## src/verilog/cmp_cap_regs.svh

```systemverilog
`ifndef CMP_CAP_REGS_SVH
`define CMP_CAP_REGS_SVH
`define OFS_COMPARE_A    6'h20
`define OFS_COMPARE_B    6'h24
`define OFS_CAPTURE_A    6'h28
`define OFS_CAPTURE_B    6'h2c
`define OFS_PSW_CTRL     6'h30
`define OFS_RUN_CTRL     6'h04
`define OFS_MODE_CTRL    6'h00
`define OFS_STATUS       6'h38
`define CTL_IDIS_BIT     10
`define CTL_PRD_LSB      8
`define CTL_SNGL_BIT     6
`define CTL_STP_LSB      4
`define CTL_STA_LSB      2
`define CTL_CLK_LSB      0
`define CTL_WMASK        32'h0000077f
`define RUN_BIT          0
`define MODE_BIT         0
`define CTL_RESET        32'h00000000
`endif

```

## src/verilog/cmp_cap_pkg.sv

```systemverilog
package cmp_cap_pkg;
  typedef enum logic [1:0] {
    ST_IDLE     = 2'b00,
    ST_RUN      = 2'b01,
    ST_STOPPING = 2'b10
  } run_state_e;

  typedef struct packed {
    logic [15:0] compare_field_a;
    logic [15:0] compare_field_b;
    logic [15:0] capture_field_a;
    logic [15:0] capture_field_b;
    logic [31:0] ctrl;
    logic        count_run_bit;
    logic        igbt_mode;
    run_state_e  state;
    logic [15:0] live_up_counter;
    logic [3:0]  prescaler;
    logic [1:0]  cycle_cnt;
    logic [31:0] rdata;
    logic        match_event_a;
    logic        match_event_b;
    logic        capture_event_a;
    logic        capture_event_b;
    logic        cycle_irq;
    logic        cmd_start_irq;
    logic        timer_toggle_output;
    logic        drive_output_a;
  } state_s;
endpackage

```

## src/verilog/timer_compare_capture.sv

```systemverilog
// Decided for this implementation: the address map and the plain strobed port.
`timescale 1ns/1ps
`include "cmp_cap_regs.svh"
// Behaviour
// - timer mode: counter equals compare a gives match event a, toggles output
// - timer mode: counter equals compare b gives match event b, toggles output
// - igbt mode: counter equals compare a drives output a active
// - igbt mode: counter equals compare b returns output a inactive
// - capture registers hold latched 16-bit counter copy, upper half zero
// - stopped timer keeps captures; live counter is not readable
// - control bit 10 set suppresses the command-start interrupt
// - bits 9-8 give cycle interrupt every 1, 2 or 4 cycles
// - control bit 6 selects continuous (0) or single (1) operation
// - stop style: clear and reset outputs, clear and hold, or stop at cycle end
// - bits 3-2 select command/trigger capture, command/trigger start, trigger start
// - bits 1-0 pick tick source from prescaler taps 0, 1, 2, 4
// - run bit 0 stops and clears the counter, 1 starts counting
// - capture event raised when a value is latched into a capture register
module timer_compare_capture
  import cmp_cap_pkg::*;
(
  // clock and reset
  input  wire logic        core_clk,
  input  wire logic        rst,
  // register port
  input  wire logic [5:0]  addr,
  input  wire logic [31:0] wdata,
  input  wire logic        wr,
  input  wire logic        rd,
  output logic      [31:0] rdata,
  // external trigger, level synchronous to core_clk
  input  wire logic        trigger_in,
  // events
  output logic             match_event_a,
  output logic             match_event_b,
  output logic             capture_event_a,
  output logic             capture_event_b,
  output logic             cycle_irq,
  output logic             cmd_start_irq,
  // pins
  output logic             timer_toggle_output,
  output logic             drive_output_a
);

  state_s q, d;
  logic   trig_q;
  logic   trig_rise;
  logic   tick;
  logic   at_a;
  logic   at_b;
  logic   [1:0] prd;
  logic   [1:0] stp;
  logic   [1:0] sta;
  logic   [1:0] clk_sel;

  assign prd       = q.ctrl[`CTL_PRD_LSB +: 2];
  assign stp       = q.ctrl[`CTL_STP_LSB +: 2];
  assign sta       = q.ctrl[`CTL_STA_LSB +: 2];
  assign clk_sel   = q.ctrl[`CTL_CLK_LSB +: 2];
  assign trig_rise = trigger_in & ~trig_q;

  // tap n is a pulse every 2^n core cycles; code 11 selects tap 4
  always_comb begin
    unique case (clk_sel)
      2'b00: tick = 1'b1;
      2'b01: tick = q.prescaler[0];
      2'b10: tick = &q.prescaler[1:0];
      2'b11: tick = &q.prescaler[3:0];
    endcase
  end

  logic [15:0] cmp_val [2];
  logic [1:0]  at_cmp;

  assign cmp_val[0] = q.compare_field_a;
  assign cmp_val[1] = q.compare_field_b;

  // one equality comparator per compare register, only looked at on a tick
  for (genvar g = 0; g < 2; g++) begin : g_cmp
    assign at_cmp[g] = tick && (q.live_up_counter == cmp_val[g]);
  end

  assign at_a = at_cmp[0];
  assign at_b = at_cmp[1];

  always_comb begin
    d = q;
    d.match_event_a   = 1'b0;
    d.match_event_b   = 1'b0;
    d.capture_event_a = 1'b0;
    d.capture_event_b = 1'b0;
    d.cycle_irq       = 1'b0;
    d.cmd_start_irq   = 1'b0;
    d.rdata           = 32'h00000000;

    // register writes
    if (wr) begin
      unique case (addr)
        `OFS_COMPARE_A: d.compare_field_a = wdata[15:0];
        `OFS_COMPARE_B: d.compare_field_b = wdata[15:0];
        // locked while running so a running cycle keeps its control settings; compare registers stay writable
        `OFS_PSW_CTRL:  if (q.state == ST_IDLE) begin
          d.ctrl = wdata & `CTL_WMASK;
          if (wdata[`CTL_PRD_LSB +: 2] == 2'b11) begin
            d.ctrl[`CTL_PRD_LSB +: 2] = 2'b00;
          end
        end
        `OFS_MODE_CTRL: if (q.state == ST_IDLE) begin
          d.igbt_mode = wdata[`MODE_BIT];
        end
        `OFS_RUN_CTRL:  d.count_run_bit = wdata[`RUN_BIT];
        default: ;
      endcase
    end

    // register reads, answered in the following cycle
    if (rd) begin
      unique case (addr)
        `OFS_COMPARE_A: d.rdata = {16'h0000, q.compare_field_a};
        `OFS_COMPARE_B: d.rdata = {16'h0000, q.compare_field_b};
        `OFS_CAPTURE_A: d.rdata = {16'h0000, q.capture_field_a};
        `OFS_CAPTURE_B: d.rdata = {16'h0000, q.capture_field_b};
        `OFS_PSW_CTRL:  d.rdata = q.ctrl;
        `OFS_MODE_CTRL: d.rdata = {31'h00000000, q.igbt_mode};
        `OFS_RUN_CTRL:  d.rdata = {31'h00000000, q.count_run_bit};
        `OFS_STATUS:    d.rdata = {31'h00000000, q.state != ST_IDLE};
        default:        d.rdata = 32'h00000000;
      endcase
    end

    unique case (q.state)
      ST_IDLE: begin
        d.prescaler       = 4'h0;
        d.live_up_counter = 16'h0000;
        if (q.count_run_bit) begin
          // trigger start mode (code 10) waits for the trigger edge
          if (sta == 2'b10) begin
            if (trig_rise) begin
              d.state = ST_RUN;
            end
          end else begin
            d.state = ST_RUN;
            d.cmd_start_irq = ~q.ctrl[`CTL_IDIS_BIT];
          end
        end
      end
      ST_RUN, ST_STOPPING: begin
        d.prescaler = q.prescaler + 4'h1;
        if (tick) begin
          d.live_up_counter = q.live_up_counter + 16'h0001;
        end
        if (at_a) begin
          if (q.igbt_mode) begin
            d.drive_output_a = 1'b1;
          end else begin
            d.match_event_a       = 1'b1;
            d.timer_toggle_output = ~q.timer_toggle_output;
          end
        end
        // compare b closes the cycle
        if (at_b) begin
          if (q.igbt_mode) begin
            d.drive_output_a = 1'b0;
          end else begin
            d.match_event_b       = 1'b1;
            d.timer_toggle_output = ~q.timer_toggle_output;
          end
          d.live_up_counter = 16'h0000;
          d.cycle_cnt       = q.cycle_cnt + 2'b01;
          unique case (prd)
            2'b00: d.cycle_irq = 1'b1;
            2'b01: d.cycle_irq = q.cycle_cnt[0];
            default: d.cycle_irq = &q.cycle_cnt;
          endcase
          if (q.ctrl[`CTL_SNGL_BIT] || q.state == ST_STOPPING) begin
            d.state           = ST_IDLE;
            // a run write landing in the same cycle wins over the automatic clear
            d.count_run_bit   = wr && (addr == `OFS_RUN_CTRL) && wdata[`RUN_BIT];
            d.cycle_cnt       = 2'b00;
            d.cycle_irq       = 1'b1;
          end
        end
        // trigger capture: command start with trigger capture latches the counter
        if (trig_rise && sta == 2'b00) begin
          d.capture_field_a = q.live_up_counter;
          d.capture_event_a = 1'b1;
        end
        // command start with trigger start: a trigger restarts the cycle
        if (trig_rise && sta == 2'b01) begin
          d.capture_field_b = q.live_up_counter;
          d.capture_event_b = 1'b1;
          d.live_up_counter = 16'h0000;
        end
        if (!q.count_run_bit && q.state == ST_RUN) begin
          if (stp == 2'b10) begin
            d.state = ST_STOPPING;
          end else begin
            d.state           = ST_IDLE;
            d.live_up_counter = 16'h0000;
            d.cycle_cnt       = 2'b00;
            if (stp == 2'b00) begin
              d.drive_output_a      = 1'b0;
              d.timer_toggle_output = 1'b0;
            end
          end
        end
      end
      default: d.state = ST_IDLE;
    endcase
  end

  always_ff @(posedge core_clk) begin
    if (rst) begin
      q      <= '0;
      trig_q <= 1'b0;
    end else begin
      q      <= d;
      trig_q <= trigger_in;
    end
  end

  assign rdata               = q.rdata;
  assign match_event_a       = q.match_event_a;
  assign match_event_b       = q.match_event_b;
  assign capture_event_a     = q.capture_event_a;
  assign capture_event_b     = q.capture_event_b;
  assign cycle_irq           = q.cycle_irq;
  assign cmd_start_irq       = q.cmd_start_irq;
  assign timer_toggle_output = q.timer_toggle_output;
  assign drive_output_a      = q.drive_output_a;

endmodule

```

## config.mk

```make
export PLATFORM = sky130hd
export DESIGN_NAME = timer_compare_capture
export DESIGN_NICKNAME = d
export VERILOG_FILES = /design/src/verilog/cmp_cap_pkg.sv /design/src/verilog/timer_compare_capture.sv
export VERILOG_INCLUDE_DIRS = /design/src /design/src/verilog
export SDC_FILE = /design/constraint.sdc
export NUM_CORES = 1
export LEC_CHECK = 0
export ABC_AREA = 1
export BUFFER_PORTS_ARGS = -buffer_cell sky130_fd_sc_hd__buf_2
export CAP_MARGIN = 30
export CORE_ASPECT_RATIO = 0.6
export CORE_MARGIN = 2
export CORE_UTILIZATION = 55
export DETAILED_ROUTE_END_ITERATION = 7
export PLACE_DENSITY = 0.76
export SLEW_MARGIN = 20
export SYNTH_ARGS = -nofsm -noshare
export SYNTH_HDL_FRONTEND = slang
export SYNTH_SLANG_ARGS = --single-unit
```

## constraint.sdc

```tcl
create_clock -name core_clk -period 1.85 [get_ports core_clk]
set_input_delay 0.37 -clock core_clk [delete_from_list [all_inputs] [get_ports core_clk]]
set_output_delay 0.37 -clock core_clk [all_outputs]
set_load 0.1 [all_outputs]
```

==> flow_metrics.py <==
metrics = {
    "power_and_ir_drop": {
        "leakage_nw": 3.04,
        "cellPowerDensity_nw_per_um2": 1160,
        "power.total_mw": 8.47,
        "vdd_drop_max_uv": 750,
    },
    "cts": {
        "insertion_delay_ns": 0.42,
        "clk_pin_slew_ns": 0.06,
        "cts_buffers": 17,
        "cts_tree": "built",
        "cts_max_path_buffers": 2,
        "ctsRootBufferMaster": "clkbuf_16",
        "clock-sinks": 125,
        "cts-htree-levels": 4,
    },
    "worst_setup_path": {
        "crit_arrival_ns": 2.12,
        "worstPathMaxFanout": 9,
        "cp_slowest_stage_delay_ns": 0.36,
        "crit_slowest_cell": "dfxtp_2",
        "crit_chain": "inv_1, nand2_1, nand2_1, nor2_2, nand2_1, nor2_4, buf_12, nand3_4, nand2_4, inv_6, nand3_1, o21ai_1",
        "cp-end-kind": "flip-flop",
        "reg2reg_from": "q[61]",
        "cp_common_cell": "nand2_1",
        "critPathLaunchType": "flip-flop",
        "regToRegEndpoint": "q[58]",
        "required_ns": 2.14,
        "crit_type": "flip-flop to flip-flop",
        "crit_start": "q[61]",
        "reg2reg_depth": 12,
        "r2r_slack_ns": 0.02,
    },
    "logic_synthesis": {
        "avgSynthCellArea_sq_um": 7.48,
        "postSynthCellCount": 800,
        "seq_area_frac_synth_pct": 41.8,
        "synth_edf_count": 0,
        "ys_dominant_reg_cell": "dfxtp_1",
        "synth-async-reset-ratio_pct": 0,
        "ys_types": 43,
        "yosys_warnings": 0,
        "ys_ff_latch": 125,
        "netlist_area_sq_um": 5980,
    },
    "global_routing": {
        "grt_max_degree": 76,
        "gr-usage-met1_pct": 43.9,
        "busiest_layer": "met1",
        "antenna_found_initial": 0,
        "grt_use_met2_pct": 43.4,
        "overflow": 0,
        "grt_pass1_vias": 5372,
        "grt_pass1_wl_um": 28100,
        "grtUsageTotal_pct": 31.0,
        "grt.met3_usage_pct": 11.5,
    },
    "route": {
        "first_pass_iters": 6,
        "viasPerCell": 5.84,
        "postRouteAntennaNets": 0,
        "avgRoutedWirePerCell_um": 18.2,
        "drt_iter0_markers": 753,
        "routed_wl_um": 18700,
        "drc": 0,
        "via_count": 6007,
    },
    "finish": {
        "fin_area_sq_um": 7270,
        "fin_nets": 928,
        "mostFrequentLayoutCells": "dfxtp_1, nand2_1, inv_1, a21oi_1, o21ai_0",
        "final-instance-count-excl-fill": 1029,
        "drive_gt1_share_pct": 22.1,
        "layout_commonest_cell": "dfxtp_1",
        "syn_to_final_growth_pct": 21.5,
        "final_util_pct": 68.6,
        "antennaDiodeCount": 0,
    },
    "placed_design": {
        "io_buffers": 50,
        "place_ws_ns": -0.0362,
        "place_area_sq_um": 6490,
        "dp_cells": 988,
        "place_congestion": 1.03,
        "dp_hpwl_um": 12400,
    },
    "sta": {
        "drv_slew": 0,
        "whs_ns": 0.170,
        "fin_ws_ns": 0.0232,
        "fmax_mhz": 547,
        "slew_headroom_pct": 61.7,
        "setup_viol_count_final": 0,
        "period_needed_ns": 1.83,
        "skew_ns": 0.0110,
        "fin_setup_tns_ns": 0,
        "fin_crit_sh_pct": 98.7,
        "worst_slew_pin_slew_ns": 0.574,
        "hold_viol": 0,
        "rsz0062_at_grt": "true",
    },
    "worst_hold_path": {
        "min_from": "trigger_in",
        "min_path_cells": 3,
        "holdPathEnd": "trig_q",
        "hp-class": "input port to flip-flop",
    },
    "floorplanning": {
        "die_y_um": 84.8,
        "start_util_pct": 56.4,
        "die_area_sq_um": 11800,
        "rows": 29,
        "io_pins": 83,
        "die_x_um": 139,
        "core_region_area_sq_um": 10600,
    },
    "flow_run": {
        "maxCapViolCount": 0,
    },
    "outcome": {
        "status": "completed",
    },
}
## report_power, final
group          switching [mW]  leakage, nW  internal [mW]
combinational            1.40         1.75          0.648
clock                    1.30        0.273           2.11
sequential              0.122         1.01           2.89
total                    2.82         3.04           5.65
## routing by layer
layer | vias up | part of all wire [%]
met5 | - | 0
met4 | 0 | 2.0
met3 | 47 | 14
met2 | 406 | 42
met1 | 2792 | 42
li1 | 2762 | -
## state kept, by name (all words and copies together), names as in the netlist
register / flops
cmd_start_irq: 1
capture_event_b: 1
match_event_a: 1
q: 64
drive_output_a: 1
timer_toggle_output: 1
trig_q: 1
prd: 2
cmp_val: 32
match_event_b: 1
capture_event_a: 1
clk_sel: 2
cycle_irq: 1
rdata: 16
## cell families (layout without fill, tap and decap cells)
| group | Yosys count | count (layout) | share of synthesized area [%] |
|---|---|---|---|
| other | 1 | 16 | 0.0627 |
| flip-flops | 125 | 125 | 41.8 |
| XOR/XNOR | 23 | 23 | 3.37 |
| AO/OA/AOI/OAI | 230 | 230 | 21.0 |
| buffers and inverters | 167 | 242 | 13.2 |
| adder cells (fa/ha/maj) | 7 | 7 | 1.46 |
| AND/OR/NAND/NOR | 247 | 247 | 19.0 |
## area by class of cell
type | count | area (sq um)
fillers | 819 | 3330
multi-input cells | 523 | 2800
flip-flops and latches | 125 | 2520
repair buffers | 109 | 786
clock buffers | 17 | 425
inverters | 102 | 390
well taps | 139 | 174
clock inverters | 14 | 171
## worst max-delay path by stage
| stage | endpoint |
|---|---|
| 4_1_cts | q[63] |
| 2_1_floorplan | q[114] |
| 5_1_grt | q[58] |
| 3_5_place_dp | rdata[2] |
| 6_report | q[58] |
| 3_3_place_gp | q[58] |
## Yosys cell counts (2+ instances only)
cell type | instances | area, sq um
ha_1 | 7 | 87.6
a21oi_1 | 86 | 430
o21ai_1 | 14 | 70.1
nor3_1 | 4 | 20.0
xor2_1 | 19 | 166
nand3_1 | 22 | 110
dfxtp_1 | 125 | 2500
a211oi_1 | 13 | 97.6
inv_4 | 2 | 12.5
buf_6 | 2 | 22.5
o22ai_1 | 25 | 156
nor2_1 | 68 | 255
buf_2 | 7 | 35.0
nand2_2 | 3 | 18.8
nor2_2 | 6 | 37.5
o21ai_0 | 81 | 405
xnor2_1 | 4 | 35.0
inv_1 | 88 | 330
nand2_1 | 115 | 432
nand4_1 | 13 | 81.3
inv_2 | 12 | 45.0
clkbuf_1 | 20 | 75.1
nor3_2 | 3 | 30.0
buf_4 | 36 | 270
nor3_4 | 2 | 32.5
a41oi_1 | 2 | 17.5
a221oi_1 | 2 | 17.5
nor2_4 | 4 | 45.0
## critical path: cells and delay by family, from the launching register on
kind | cells | cell delay, ns
AND/OR/NAND/NOR | 8 | 0.93
buffers and inverters | 3 | 0.30
flip-flops | 1 | 0.36
AO/OA/AOI/OAI | 1 | 0.09
## timing repair
action	CTS	global route
endpoints found under the setup margin	2	35
hold buffers	0	0
pin swaps	0	10
hold endpoints to repair	0	0
gates resized for setup	2	23
gates cloned	0	1
setup buffers	0	9
Note: power is estimated with default switching activity, not from simulation.
